==> src/pslr_pkg.sv <==
`default_nettype none
package pslr_pkg;
   // ----------------------------------------------------------------
   // register byte offsets
   // ----------------------------------------------------------------
   localparam logic [3:0] ctrl_off = 4'h0;
   localparam logic [3:0] mode_off = 4'h4;
   localparam logic [3:0] stat_off = 4'h8;
   // control register field positions
   localparam int ctrl_pdn_bit = 0;
   localparam int ctrl_iso_bit = 1;
   localparam int ctrl_srst_bit = 2;
   localparam int ctrl_aneg_bit = 3;
   localparam int ctrl_spd_bit = 4;
   // mode register field positions
   localparam int mode_edpd_bit = 0;
   localparam int mode_emask_bit = 1;
   // reset values
   localparam logic [4:0] ctrl_rst = 5'h08;
   localparam logic [1:0] mode_rst = 2'h0;
   // ----------------------------------------------------------------
   // timing
   // ----------------------------------------------------------------
   localparam int clk_mhz = 125;
   localparam int slow_clk_ns = 16000;
   localparam int slow_clk_cyc = (slow_clk_ns * clk_mhz + 999) / 1000;
   localparam int blink_ms = 50;
   localparam int blink_cyc = blink_ms * 1000 * clk_mhz;
   localparam int srst_cyc = 16;
   // mac clock speed encodings
   localparam logic [1:0] mclk_slow = 2'h1;
   localparam logic [1:0] mclk_fast = 2'h2;
   // power state
   typedef enum logic [2:0] {
      pw_on = 3'b001,
      pw_gen_down = 3'b010,
      pw_ed_down = 3'b100
   } pslr_pwr_type;
   // strap group
   typedef struct packed {
      logic reg_off;
      logic irq_sel;
   } pslr_strap_type;
endpackage
`default_nettype wire

==> src/pslr_ctrl.sv <==
// Implementation choices: the register offsets and register access over AXI4-Lite.
`default_nettype none
module pslr_ctrl
   import pslr_pkg::*;
#(
   parameter int slow_cycles = slow_clk_cyc,
   parameter int blink_cycles = blink_cyc
) (
   // clock, reset, enable
   input wire logic aclk,
   input wire logic aresetn,
   input wire logic clk_en,
   // straps and line status from pins
   input wire logic regulator_off_strap,
   input wire logic irq_pin_select_strap,
   input wire logic por_done,
   input wire logic link_up_in,
   input wire logic carrier_in,
   input wire logic energy_in,
   // mac transmit side
   input wire logic tx_en_in,
   input wire logic tx_err_in,
   input wire logic transmit_data_bit_four,
   // outputs
   output logic link_activity_led,
   output logic speed_led,
   output logic regulator_enable,
   output logic interrupt_out_n,
   output logic irq_pin_mode,
   output logic datapath_pwr_on,
   output logic datapath_reset,
   output logic tx_gate,
   output logic [1:0] mac_clk_sel,
   // axi4-lite write address
   input wire logic [3:0] s_axi_awaddr,
   input wire logic s_axi_awvalid,
   output logic s_axi_awready,
   // axi4-lite write data
   input wire logic [31:0] s_axi_wdata,
   input wire logic [3:0] s_axi_wstrb,
   input wire logic s_axi_wvalid,
   output logic s_axi_wready,
   // axi4-lite write response
   output logic [1:0] s_axi_bresp,
   output logic s_axi_bvalid,
   input wire logic s_axi_bready,
   // axi4-lite read
   input wire logic [3:0] s_axi_araddr,
   input wire logic s_axi_arvalid,
   output logic s_axi_arready,
   output logic [31:0] s_axi_rdata,
   output logic [1:0] s_axi_rresp,
   output logic s_axi_rvalid,
   input wire logic s_axi_rready
);
   // ----------------------------------------------------------------
   // pin synchronisers
   // ----------------------------------------------------------------
   logic [6:0] sy1_q; // first stage, read only by second stage
   logic [6:0] sy2_q; // second stage
   wire [6:0] pins_w = {regulator_off_strap, irq_pin_select_strap,
                        por_done, link_up_in, carrier_in, energy_in,
                        tx_en_in | tx_err_in | transmit_data_bit_four};
   // two flops per pin, no reset: strap levels must pass a pin reset
   always_ff @(posedge aclk) begin
      if (clk_en) begin
         sy1_q <= pins_w;
         sy2_q <= sy1_q;
      end
   end
   wire s_reg_off = sy2_q[6];
   wire s_irq_sel = sy2_q[5];
   wire s_por = sy2_q[4];
   wire s_link = sy2_q[3];
   wire s_crs = sy2_q[2];
   wire s_energy = sy2_q[1];
   wire s_tx_any = sy2_q[0];

   // ----------------------------------------------------------------
   // strap capture
   // ----------------------------------------------------------------
   pslr_strap_type strap_q; // latched strap levels
   logic por_seen_q; // regulator strap sampled once per power-on
   logic rel_q; // first enabled cycle after reset release
   // irq select follows pin reset; regulator strap follows supplies only
   always_ff @(posedge aclk) begin
      if (!aresetn) begin
         rel_q <= 1'b0;
         strap_q.irq_sel <= 1'b1; // pull-up level
      end else if (clk_en) begin
         rel_q <= 1'b1;
         if (!rel_q)
            strap_q.irq_sel <= s_irq_sel;
      end
      if (clk_en && !s_por) begin
         por_seen_q <= 1'b0; // supplies not yet good
         strap_q.reg_off <= 1'b0; // pull-down level
      end else if (clk_en && !por_seen_q) begin
         por_seen_q <= 1'b1; // kept through pin reset
         strap_q.reg_off <= s_reg_off;
      end
   end

   // ----------------------------------------------------------------
   // registers
   // ----------------------------------------------------------------
   logic [4:0] ctrl_q; // control: pdn, iso, srst, aneg, speed
   logic [1:0] mode_q; // mode: energy power-down enable, energy irq mask
   logic eflag_q; // energy-present event, sticky
   logic [4:0] srst_cnt_q; // soft reset sequencer
   logic awrdy_q, wrdy_q, arrdy_q; // ready flops, low while held
   pslr_pwr_type pwr_q, pwr_d; // power state
   logic [3:0] awaddr_q;
   logic [31:0] wdata_q;
   logic [3:0] wstrb_q;
   logic bvalid_q, rvalid_q;
   logic [31:0] rdata_q;
   logic [1:0] bresp_q, rresp_q;
   wire wr_go = !awrdy_q && !wrdy_q && !bvalid_q;
   wire wr_ctrl = wr_go && awaddr_q == ctrl_off && wstrb_q[0];
   wire wr_mode = wr_go && awaddr_q == mode_off && wstrb_q[0];
   wire wr_stat = wr_go && awaddr_q == stat_off && wstrb_q[0];
   wire wr_ok = awaddr_q == ctrl_off || awaddr_q == mode_off
                || awaddr_q == stat_off;
   wire srst_busy = srst_cnt_q != 5'h00;
   wire srst_start = wr_ctrl && wdata_q[ctrl_srst_bit];
   wire rd_go = s_axi_arvalid && arrdy_q;
   wire [31:0] stat_w = {26'h0, eflag_q, s_energy, strap_q.irq_sel,
                         strap_q.reg_off, s_link, srst_busy};
   wire [31:0] rd_mux = (s_axi_araddr == ctrl_off) ? {27'h0, ctrl_q} :
                        (s_axi_araddr == mode_off) ? {30'h0, mode_q} :
                        (s_axi_araddr == stat_off) ? stat_w : 32'h0;
   wire rd_ok = s_axi_araddr == ctrl_off || s_axi_araddr == mode_off
                || s_axi_araddr == stat_off;
   wire ev_energy = s_energy && !eflag_q && pwr_q == pw_ed_down;

   // control: hard reset and soft reset load ctrl_rst; power-down does not
   always_ff @(posedge aclk) begin
      if (!aresetn) begin
         ctrl_q <= ctrl_rst; // isolate cleared
      end else if (clk_en) begin
         if (srst_cnt_q == 5'h01)
            ctrl_q <= ctrl_rst; // soft reset loads ctrl_rst, bit self-clears
         else if (wr_ctrl)
            ctrl_q <= wdata_q[4:0];
      end
   end
   // mode register survives soft reset
   always_ff @(posedge aclk) begin
      if (!aresetn) begin
         mode_q <= mode_rst;
      end else if (clk_en && wr_mode) begin
         mode_q <= wdata_q[1:0];
      end
   end
   // energy event: set wins over write-one clear
   always_ff @(posedge aclk) begin
      if (!aresetn) begin
         eflag_q <= 1'b0;
      end else if (clk_en) begin
         if (ev_energy)
            eflag_q <= 1'b1;
         else if (wr_stat && wdata_q[5])
            eflag_q <= 1'b0;
      end
   end
   // soft reset sequence, far inside the allowed time
   always_ff @(posedge aclk) begin
      if (!aresetn) begin
         srst_cnt_q <= 5'h00;
      end else if (clk_en) begin
         if (srst_start && !srst_busy)
            srst_cnt_q <= 5'(srst_cyc);
         else if (srst_busy)
            srst_cnt_q <= srst_cnt_q - 5'h01;
      end
   end

   // ----------------------------------------------------------------
   // axi4-lite slave
   // ----------------------------------------------------------------
   always_ff @(posedge aclk) begin
      if (!aresetn) begin
         awrdy_q <= 1'b1;
         wrdy_q <= 1'b1;
         awaddr_q <= 4'h0;
         wdata_q <= 32'h0;
         wstrb_q <= 4'h0;
         bvalid_q <= 1'b0;
         bresp_q <= 2'h0;
      end else if (clk_en) begin
         if (s_axi_awvalid && awrdy_q) begin
            awrdy_q <= 1'b0;
            awaddr_q <= s_axi_awaddr;
         end
         if (s_axi_wvalid && wrdy_q) begin
            wrdy_q <= 1'b0;
            wdata_q <= s_axi_wdata;
            wstrb_q <= s_axi_wstrb;
         end
         if (wr_go) begin
            bvalid_q <= 1'b1;
            bresp_q <= wr_ok ? 2'h0 : 2'h2;
         end else if (bvalid_q && s_axi_bready) begin
            bvalid_q <= 1'b0;
            awrdy_q <= 1'b1;
            wrdy_q <= 1'b1;
         end
      end
   end
   // read channel: one-cycle accept, answer next cycle
   always_ff @(posedge aclk) begin
      if (!aresetn) begin
         rvalid_q <= 1'b0;
         arrdy_q <= 1'b1;
         rdata_q <= 32'h0;
         rresp_q <= 2'h0;
      end else if (clk_en) begin
         if (rd_go) begin
            rvalid_q <= 1'b1;
            arrdy_q <= 1'b0;
            rdata_q <= rd_mux;
            rresp_q <= rd_ok ? 2'h0 : 2'h2;
         end else if (s_axi_rready) begin
            rvalid_q <= 1'b0;
            arrdy_q <= 1'b1;
         end
      end
   end
   assign s_axi_awready = awrdy_q;
   assign s_axi_wready = wrdy_q;
   assign s_axi_bvalid = bvalid_q;
   assign s_axi_bresp = bresp_q;
   assign s_axi_arready = arrdy_q;
   assign s_axi_rvalid = rvalid_q;
   assign s_axi_rdata = rdata_q;
   assign s_axi_rresp = rresp_q;

   // ----------------------------------------------------------------
   // power state machine
   // ----------------------------------------------------------------
   logic pdn_q; // power down bit last cycle
   logic [2:0] dp_rst_q; // datapath reset stretch
   wire pdn = ctrl_q[ctrl_pdn_bit];
   wire edpd = mode_q[mode_edpd_bit];
   always_comb begin
      pwr_d = pwr_q;
      case (pwr_q)
         pw_on: begin
            if (pdn)
               pwr_d = pw_gen_down;
            else if (edpd && !s_energy)
               pwr_d = pw_ed_down;
         end
         pw_gen_down: begin
            if (!pdn)
               pwr_d = pw_on;
         end
         pw_ed_down: begin
            if (pdn)
               pwr_d = pw_gen_down;
            else if (s_energy || !edpd)
               pwr_d = pw_on;
         end
         default: pwr_d = pw_on;
      endcase
   end
   // state register; registers are untouched by transitions
   always_ff @(posedge aclk) begin
      if (!aresetn) begin
         pwr_q <= pw_on;
         pdn_q <= 1'b0;
      end else if (clk_en) begin
         pwr_q <= pwr_d;
         pdn_q <= pdn;
      end
   end
   // datapath reset on leaving general power-down or soft reset
   always_ff @(posedge aclk) begin
      if (!aresetn) begin
         dp_rst_q <= 3'h7;
      end else if (clk_en) begin
         if ((pdn_q && !pdn) || srst_busy)
            dp_rst_q <= 3'h7;
         else if (dp_rst_q != 3'h0)
            dp_rst_q <= dp_rst_q - 3'h1;
      end
   end

   // ----------------------------------------------------------------
   // mac clock speed after reset
   // ----------------------------------------------------------------
   logic [$clog2(slow_cycles+1)-1:0] slow_cnt_q;
   wire slow_done = slow_cnt_q == ($bits(slow_cnt_q))'(slow_cycles);
   always_ff @(posedge aclk) begin
      if (!aresetn) begin
         slow_cnt_q <= '0;
      end else if (clk_en) begin
         if (srst_busy)
            slow_cnt_q <= '0;
         else if (!slow_done)
            slow_cnt_q <= slow_cnt_q + 1'b1;
      end
   end

   // ----------------------------------------------------------------
   // activity blink
   // ----------------------------------------------------------------
   logic [$clog2(blink_cycles+1)-1:0] blink_cnt_q;
   logic blink_q; // blink phase
   wire blink_end = blink_cnt_q == ($bits(blink_cnt_q))'(blink_cycles - 1);
   always_ff @(posedge aclk) begin
      if (!aresetn) begin
         blink_cnt_q <= '0;
         blink_q <= 1'b0;
      end else if (clk_en) begin
         if (!s_crs) begin
            blink_cnt_q <= '0;
            blink_q <= 1'b0;
         end else if (blink_end) begin
            blink_cnt_q <= '0;
            blink_q <= !blink_q;
         end else begin
            blink_cnt_q <= blink_cnt_q + 1'b1;
         end
      end
   end

   // ----------------------------------------------------------------
   // output flops
   // ----------------------------------------------------------------
   wire iso = ctrl_q[ctrl_iso_bit];
   wire up = pwr_q == pw_on;
   wire link_on = s_link && up && !(s_crs && blink_q);
   wire spd_on = ctrl_q[ctrl_spd_bit] && up && !iso;
   always_ff @(posedge aclk) begin
      if (!aresetn) begin
         link_activity_led <= 1'b0;
         speed_led <= 1'b0;
         regulator_enable <= 1'b1;
         interrupt_out_n <= 1'b1;
         irq_pin_mode <= 1'b1;
         datapath_pwr_on <= 1'b1;
         datapath_reset <= 1'b1;
         tx_gate <= 1'b0;
         mac_clk_sel <= mclk_slow;
      end else if (clk_en) begin
         link_activity_led <= link_on ^ strap_q.reg_off;
         speed_led <= spd_on ^ strap_q.irq_sel;
         regulator_enable <= !strap_q.reg_off;
         interrupt_out_n <= !(eflag_q && mode_q[mode_emask_bit]
                              && strap_q.irq_sel);
         irq_pin_mode <= strap_q.irq_sel;
         datapath_pwr_on <= up;
         datapath_reset <= dp_rst_q != 3'h0;
         tx_gate <= s_tx_any && up && !iso;
         mac_clk_sel <= (slow_done && ctrl_q[ctrl_aneg_bit])
                        ? mclk_fast : mclk_slow;
      end
   end
endmodule
`default_nettype wire

==> config.mk <==
export PLATFORM = sky130hd
export DESIGN_NAME = pslr_ctrl
export DESIGN_NICKNAME = d
export VERILOG_FILES = /design/src/pslr_pkg.sv /design/src/pslr_ctrl.sv
export SDC_FILE = /design/constraint.sdc
export NUM_CORES = 1
export LEC_CHECK = 0
export BUFFER_PORTS_ARGS = -buffer_cell sky130_fd_sc_hd__buf_2
export CAP_MARGIN = 20
export CORE_MARGIN = 1.5
export CORE_UTILIZATION = 40
export DETAILED_ROUTE_END_ITERATION = 12
export PLACE_DENSITY_LB_ADDON = 0.25
export REMOVE_ABC_BUFFERS = 1
export SYNTH_ARGS = -nofsm -noshare
export SYNTH_HDL_FRONTEND = slang
export SYNTH_SLANG_ARGS = --single-unit
export TNS_END_PERCENT = 50
==> constraint.sdc <==
create_clock -name aclk -period 1.7 [get_ports aclk]
set_clock_uncertainty 0.05 [all_clocks]
set_input_delay 0.255 -clock aclk [delete_from_list [all_inputs] [get_ports aclk]]
set_output_delay 0.255 -clock aclk [all_outputs]
set_load 0.05 [all_outputs]
==> reports/results.ini, run 1 <==
[outcome]
outcome=complete, but fails checks
failed_checks=DRC, setup timing

[timing]
min_period_ps=1762
rsz0062_at_grt=yes
final.setup.worst_slack_ps=-62.42
finalHoldViolations=0
finalCritPeriodShare_pct=103.7
slew_viol_final=0
setup_violations=2
fmaxAchievable_mhz=567.4
hold_ws_ps=35.60
tns_ps=-66.55

[worst_setup_path]
arrival_ps=1990
slowest_delay_ps=500
worst-path-buf-inv=1
critical_path_required_ps=1930
cpLargestDelayFamily=simple AND/OR/NAND/NOR gates
end_kind=register
r2r-end=slow_cnt_q[2]
startpoint_type=register
r2r_cells=5
crit_type=reg2reg
r2r_start=srst_cnt_q[0]
critPathMaxFanout=4
r2r_slack_ps=-60
critical-path-slowest-cell=or4_4
worstPathCellList=inv_2 -> ha_4 -> or4b_4 -> or4_4 -> a21oi_2

[drt]
vias=3848
drc=9
ant_nets=0
drt-vias-per-instance=5.017
dr.pass1.iters=9
first_iter_violations=208
wl_per_cell_um=13.77
drt-total-wl_mm=10.56

[grt]
groute.usage.overall_pct=17.27
grt_pass1_wl_mm=17.46
grt_overflow=0
grt_max_degree=22
antenna_found_initial=0
grt_pass1_vias=3648

[final_layout]
utilization_pct=50.84
antenna_cells=0
synthToLayoutAreaGrowth_pct=23.33
layout-drive-gt1-share_pct=25.00
fin_nets=688
num-fill-cells=1075

[yosys]
netlist_area_mm2=0.004747
async_reset_ff_share_pct=0
yosys-mux-area-fraction_pct=4.744
synth_edf_count=14
synth_compound_gate_area_share_pct=8.619
ys_seq_area_share_pct=48.08
synthAdderAreaFrac_pct=2.109
synth_flop_cell=dfxtp_1
synth-seq-cells=107
yosysUniqueCellTypes=56
syn-instance-count=518
synth_top_family_by_area=simple AND/OR/NAND/NOR gates
synth.avg_cell_area_um2=9.164
yosys.area_share.xor_xnor_pct=5.720
synthSimpleGateAreaFrac_pct=23.30
yosys_warnings=0

[power]
p_per_area_mw_per_mm2=1119
ir_worst_vdd_uv=625.6
finalPower_mw=6.550
leakagePower_nw=2.466

[clock_network]
clock-root-buffer=clkbuf_16
clkTransAtPathRegs_ps=70
cts_hold_buf=0
cts_made_buffers=9
clockBufferDepth=2
clock_sinks=107
cts_tree=built
insertion_delay_ps=340
cts.htree.levels=3

[hold_path]
hold_end=sy1_q[5]
hp-start=irq_pin_select_strap
holdCritPathClass=in2reg
min_delay_path_depth=1

[placed_design]
hpwl_mm=7.699
place_congestion=0.7971
numPortBuffers=54

[floorplan]
die-width_um=111.9
coreArea_mm2=0.01152
die-area_mm2=0.01253
io_pins=112
start_util_pct=41.22
std_cell_rows=39
die_y_um=111.9

[run]
drv_cap=0

-- per-stage QoR --
| stage | worst slack, ps | instance area [µm²] | cells |
|---|---|---|---|
| after global routing | -135.4 | 5854 | 767 |
| final | -62.42 | 5854 | 767 |
| after global placement | -20.26 | 5411 | 748 |
| after floorplan | -161.0 | 4567 | 500 |
| after CTS | -14.35 | 5764 | 766 |
| after detailed placement | -48.61 | 5411 | 748 |
-- synth_stat cells, types with 3 or more instances --
cell,count,area (µm²)
ha_1,8,100.1
o21ai_0,20,100.1
a31oi_1,3,18.77
nor4_1,5,31.28
edfxtp_1,14,420.4
nor3_1,13,65.06
nand2b_1,4,25.02
and3_1,6,37.54
and4_1,3,26.28
xor2_1,20,175.2
buf_2,6,30.03
nand4_1,16,100.1
nand3_1,23,115.1
a21oi_1,16,80.08
buf_4,28,210.2
xnor2_1,11,96.34
a22oi_1,7,52.55
clkbuf_1,11,41.29
nand3b_1,4,30.03
nor2b_1,4,25.02
nor2_1,79,296.5
nand2_1,43,161.4
inv_1,17,63.81
mux2i_1,18,180.2
dfxtp_1,93,1862
mux2_2,4,45.04
-- routing by layer --
metal | up-vias | routed length (µm) | track usage [%]
met1 | 1773 | 5040 | 23.03
met4 | 0 | 123 | 5.485
met5 | - | 0 | 0
met3 | 14 | 529 | 3.484
met2 | 110 | 4865 | 28.31
li1 | 1951 | - | -
-- timing repair --
item	4_1_cts	5_1_grt
setup endpoints to repair	7	35
setup buffers	2	1
gates resized for setup	9	21
pin swaps	0	6
-- registers in the layout, indices dropped and copies added, names as in the netlist, 3 cells and up --
| signal | count |
|---|---|
| blink_cnt_q | 23 |
| slow_cnt_q | 11 |
| ctrl_q | 5 |
| pwr_q | 3 |
| srst_cnt_q | 5 |
| wdata_q | 6 |
| sy2_q | 7 |
| awaddr_q | 4 |
| sy1_q | 7 |
| s_axi_rdata | 6 |
| dp_rst_q | 3 |
-- final cells by class --
class / instances / area, µm² / area share (%)
multi-input cells: 375 / 2318 / 39.60
flip-flops and latches: 107 / 2288 / 39.09
repair buffers: 108 / 695.7 / 11.88
clock buffers: 12 / 256.5 / 4.381
well taps: 143 / 178.9 / 3.056
inverters: 18 / 67.56 / 1.154
clock inverters: 4 / 48.80 / 0.8335
-- layout by cell type, fill, tap and decap left out, types with 3 or more instances in the layout --
| cell type | Yosys | final |
|---|---|---|
| inv_1 | 17 | 15 |
| buf_4 | 28 | 51 |
| dfxtp_2 | 0 | 5 |
| nand2b_1 | 4 | 4 |
| ha_1 | 8 | 6 |
| edfxtp_1 | 14 | 14 |
| nand2_1 | 43 | 42 |
| buf_2 | 6 | 54 |
| nor4_1 | 5 | 4 |
| clkbuf_16 | 0 | 9 |
| a22oi_1 | 7 | 7 |
| mux2i_1 | 18 | 18 |
| mux2_2 | 4 | 3 |
| xnor2_1 | 11 | 11 |
| o21ai_0 | 20 | 20 |
| nor2b_1 | 4 | 4 |
| conb_1 | 1 | 28 |
| dfxtp_1 | 93 | 88 |
| a21oi_1 | 16 | 15 |
| nand3b_1 | 4 | 4 |
| and3_1 | 6 | 5 |
| nand3_1 | 23 | 21 |
| nor3_1 | 13 | 13 |
| nand4_1 | 16 | 16 |
| xor2_1 | 20 | 20 |
| nor2_1 | 79 | 78 |
-- power breakdown --
| group | internal (mW) | leakage [nW] | total, mW | switching [mW] |
|---|---|---|---|---|
| Combinational | 0.701 | 1.43 | 1.60 | 0.898 |
| Clock | 1.22 | 0.142 | 2.11 | 0.894 |
| Sequential | 2.73 | 0.895 | 2.84 | 0.107 |
-- cells by family after synthesis --
group / count (synthesis)
simple gates: 220
flops: 107
compound gates: 66
buf+inv: 63
xor+xnor: 31
mux: 22
fa+ha+maj: 8
other cells: 1
-- how the worst max path moves through the flow --
stage             startpoint        endpoint  slack, ps  cells past startpoint
6_report       srst_cnt_q[0]   slow_cnt_q[2]        -60                      5
5_1_grt        srst_cnt_q[0]   slow_cnt_q[2]       -140                      5
4_1_cts        srst_cnt_q[0]   slow_cnt_q[2]        -10                      5
3_5_place_dp   srst_cnt_q[0]     dp_rst_q[1]        -50                      7
3_3_place_gp          clk_en  s_axi_rresp[1]        -20                      6
2_1_floorplan  srst_cnt_q[0]     dp_rst_q[1]       -160                      7
(Power assumes the default switching activity.)
==> inputs of run 2 (changes only) <==
Settings changed: CELL_PAD_IN_SITES_DETAIL_PLACEMENT from default to 1, CELL_PAD_IN_SITES_GLOBAL_PLACEMENT from default to 1, CORE_UTILIZATION 40 to 36.
==> reports/results.ini, run 2 (synthesized netlist as in run 1, its figures left out) <==
[timing]
slew_viol_final=0
finalHoldViolations=0
final.setup.worst_slack_ps=-37.16
max_slew_margin_pct=65.17
worstMarginPinSlew_ps=516.9
min_period_ps=1737
finalCritPeriodShare_pct=102.2
hold_ws_ps=22.43
setup_violations=1
rsz0062_at_grt=yes
fmaxAchievable_mhz=575.7

[placed_design]
dp.cells=779
numPortBuffers=54
hpwl_mm=9.020
place_congestion=0.7957

[clock_network]
insertion_delay_ps=350
clock-root-buffer=clkbuf_16
clockBufferDepth=2
clock_sinks=107
cts_made_buffers=9
cts_tree=built
cts.htree.levels=3
clkTransAtPathRegs_ps=70
cts_hold_buf=0

[final_layout]
multi_input_area_mm2=0.002316
top_regs=blink_cnt_q (23), slow_cnt_q (11)
layout-drive-gt1-share_pct=25.84
layout_commonest_cell=dfxtp_1
synthToLayoutAreaGrowth_pct=24.25
largest_reg_flops=23
seqCellArea_mm2=0.002288
antenna_cells=0
layout_common_cells=dfxtp_1, nor2_1, buf_4
num-fill-cells=1536
fin_cells=799
regMostFlops=blink_cnt_q
fin_nets=691

[grt]
antenna_found_initial=0
grt_overflow=0
grt_max_degree=25
groute.usage.overall_pct=18.24
grt_pass1_wl_mm=20.36
grt_pass1_vias=4115

[power]
ir_worst_vdd_uv=540.8
leakagePower_nw=2.481
p_per_area_mw_per_mm2=1106

[worst_setup_path]
critical-path-slowest-cell=or4_4
critical_path_required_ps=1930
worstPathCellList=inv_2 -> ha_4 -> or4b_4 -> or4_4 -> a21oi_2
startpoint=srst_cnt_q[1]
critPathMaxFanout=3
end_kind=register
setup.worst_path.end=slow_cnt_q[2]
cpLargestDelayFamily=simple AND/OR/NAND/NOR gates
slowest_delay_ps=500
startpoint_type=register
r2r_start=srst_cnt_q[1]
r2r_slack_ps=-40
worst-path-buf-inv=1
crit_type=reg2reg
r2r-end=slow_cnt_q[2]
cp_num_cells=5
arrival_ps=1970
r2r_cells=5

[outcome]
failed_checks=setup timing
outcome=complete, but fails checks

[floorplan]
std_cell_rows=41
die-width_um=117.8
coreArea_mm2=0.01272
die_y_um=117.8
start_util_pct=37.31
die-area_mm2=0.01388
io_pins=112

[drt]
ant_nets=0
dr.pass1.iters=4
drt-total-wl_mm=12.04
wl_per_cell_um=15.07
drt-vias-per-instance=5.015
vias=4007
first_iter_violations=105
drc=0

[hold_path]
holdCritPathClass=in2reg

[run]
drv_cap=0

-- run 2: cell count changes in the layout (fill, tap and decap cells not counted), moves of 2 or more --
cell,delta
buf_6,-2
o21ai_1,+2
o21ai_0,-2
buf_4,+4
clkbuf_8,-2
-- run 2: layout make-up --
class                           count  share of cell area (%)
Inverter                           18                   1.146
Clock buffer                       11                   3.946
Sequential cell                   107                   38.80
Multi-Input combinational cell    375                   39.27
Timing Repair Buffer              111                   12.26
Clock inverter                      5                  0.9334
Tap cell                          172                   3.649
-- run 2: worst min path at each step --
stage                             start              end  depth (start not counted)
floorplan                       aresetn  datapath_pwr_on                          1
global placement               sy1_q[6]         sy2_q[6]                          0
detailed placement             sy1_q[0]         sy2_q[0]                          0
CTS                            por_done         sy1_q[4]                          1
global route                   por_done         sy1_q[4]                          1
finish              regulator_off_strap         sy1_q[6]                          1
-- run 2: metrics by stage --
step	instance area (µm²)	setup slack, ps	power [mW]	setup TNS [ps]	util, %
6_report	5898	-37.16	6.525	-37.16	46.36
5_1_grt	5898	-83.36	6.866	-597.2	46.36
4_1_cts	5837	-32.92	6.559	-38.15	45.88
3_5_place_dp	5475	-106.8	4.340	-463.5	43.04
3_3_place_gp	5475	-34.93	4.264	-90.45	43.04
2_1_floorplan	4567	-161.0	3.753	-2400	-
-- run 2: what timing repair did --
item                                    4_1_cts  5_1_grt
resized for setup                            16       16
setup buffers                                 3        1
endpoints found under the setup margin       26       38
cloned                                        0        0
pin swaps                                     4        3
-- run 2: power by group --
group | switching [mW] | total (mW) | leakage [nW] | internal (mW)
logic | 0.930 | 1.62 | 1.45 | 0.694
registers | 0.109 | 2.84 | 0.895 | 2.73
clock network | 0.922 | 2.06 | 0.137 | 1.14
total | 1.96 | 6.52 | 2.48 | 4.56
-- run 2: metal layers --
layer | GRT usage [%] | part of all wire, % | vias to the layer above
li1 | - | - | 1957
met1 | 23.35 | 46 | 1955
met2 | 30.63 | 48 | 87
met3 | 3.828 | 4.2 | 8
met4 | 6.098 | 1.4 | 0
met5 | 0 | 0 | -
==> inputs of run 3 (changes only) <==
==> constraint.sdc (replaced) <==
create_clock -name aclk -period 1.7 [get_ports aclk]
set_clock_uncertainty 0.05 [all_clocks]
set_input_delay 0.51 -clock aclk [delete_from_list [all_inputs] [get_ports aclk]]
set_output_delay 0.51 -clock aclk [all_outputs]
set_load 0.05 [all_outputs]
==> reports/results.ini, run 3 (synthesized netlist as in run 1, its figures left out) <==
[outcome]
outcome=complete, but fails checks
failed_checks=setup timing

[floorplan]
std_cell_rows=41
coreArea_mm2=0.01272
io_pins=112
die-width_um=117.8
die-area_mm2=0.01388
die_y_um=117.8
start_util_pct=37.31

[placed_design]
place_congestion=0.7731
placed_cell_area_mm2=0.005598
numPortBuffers=54
hpwl_mm=9.420
dp.cells=792
pre_cts_slack_ps=-198.7

[final_layout]
fin_cells=817
largest_reg_flops=23
layout-drive-gt1-share_pct=31.01
layout_commonest_cell=dfxtp_1
top_regs=blink_cnt_q (23), slow_cnt_q (11)
antenna_cells=0
fin_nets=709
layout_common_cells=dfxtp_1, nor2_1, buf_4
final_cell_area_mm2=0.006178
regMostFlops=blink_cnt_q
utilization_pct=48.56
synthToLayoutAreaGrowth_pct=30.15

[clock_network]
clock-root-buffer=clkbuf_16
cts_made_buffers=9
cts_tree=built
clockBufferDepth=2
cts.htree.levels=3
clkTransAtPathRegs_ps=70
cts_hold_buf=0
insertion_delay_ps=350
clock_sinks=107

[grt]
antenna_found_initial=0
grt_overflow=0
grt_pass1_vias=4214
grt_max_degree=33
groute.usage.overall_pct=18.56
grt_pass1_wl_mm=20.78

[drt]
ant_nets=0
vias=4063
wl_per_cell_um=15.58
first_iter_violations=113
drt-vias-per-instance=4.973
drt-total-wl_mm=12.73
dr.pass1.iters=4
drc=0

[hold_path]
hold_end=sy1_q[1]
holdCritPathClass=in2reg
hp-start=energy_in
min_delay_path_depth=1

[timing]
hold_ws_ps=281.6
min_period_ps=1758
finalHoldViolations=0
final.setup.worst_slack_ps=-57.53
rsz0062_at_grt=yes
fmaxAchievable_mhz=569.0
max_slew_margin_pct=62.87
slew_viol_final=0
setup_violations=1
finalCritPeriodShare_pct=103.4
worstMarginPinSlew_ps=551.2
tns_ps=-57.53

[worst_setup_path]
end_kind=register
critPathMaxFanout=4
r2r_slack_ps=-60
r2r_cells=5
arrival_ps=1990
critical_path_required_ps=1940
crit_type=reg2reg
r2r-end=slow_cnt_q[2]
startpoint_type=register
r2r_start=srst_cnt_q[1]
startpoint=srst_cnt_q[1]

[power]
ir_worst_vdd_uv=496.0
leakagePower_nw=2.603
p_per_area_mw_per_mm2=1077
finalPower_mw=6.654

[run]
drv_cap=0

-- run 3: cell types whose count changed in the layout (fill, tap and decap cells not counted), moves of 3 or more --
cell,delta
buf_4,+12
buf_6,+3
dfxtp_1,-8
dfxtp_2,+8
nor2_1,-3
nor2_2,+3
-- run 3: final cells by class --
class | instances | area, µm²
sequential | 107 | 2298
tap | 172 | 215.2
clock buffer | 10 | 229.0
clock inverter | 6 | 65.06
fill | 1527 | 6544
multi-input combinational | 375 | 2389
inverter | 18 | 67.56
timing repair buffer | 129 | 914.6
-- run 3: timing repair --
item                                    CTS  global route
endpoints found under the setup margin   30            45
setup buffers                             2             6
endpoints found under the hold margin     0             0
cloned                                    0             1
resized for setup                        22            35
pin swaps                                 7             7
-- run 3: report_power, final --
group          switching [mW]  leakage [nW]  internal [mW]
sequential              0.115         0.899           2.73
clock                   0.952         0.144           1.15
combinational           0.963          1.56          0.743
total                    2.03          2.60           4.62
-- run 3: worst max path at each step --
stage	endpoint	slack, ps	cells past startpoint
2_1_floorplan	blink_q	-370	3
3_3_place_gp	s_axi_rresp[1]	-190	6
3_5_place_dp	blink_cnt_q[14]	-200	8
4_1_cts	slow_cnt_q[2]	-100	5
5_1_grt	slow_cnt_q[2]	-100	5
6_report	slow_cnt_q[2]	-60	5
-- run 3: critical path, stage by stage, from the launching register on --
cell and delay [ps]:
dfxtp_2 330, inv_2 70, ha_4 130, or4b_4 490, or4_4 490, a21oi_2 130
-- run 3: per-layer routing --
layer / vias to the layer above / share of wire (%) / track usage, %
met5: - / 0 / 0
met4: 0 / 1.3 / 6.021
met3: 11 / 3.5 / 2.665
met2: 85 / 50 / 32.49
met1: 1977 / 45 / 23.49
li1: 1990 / - / -
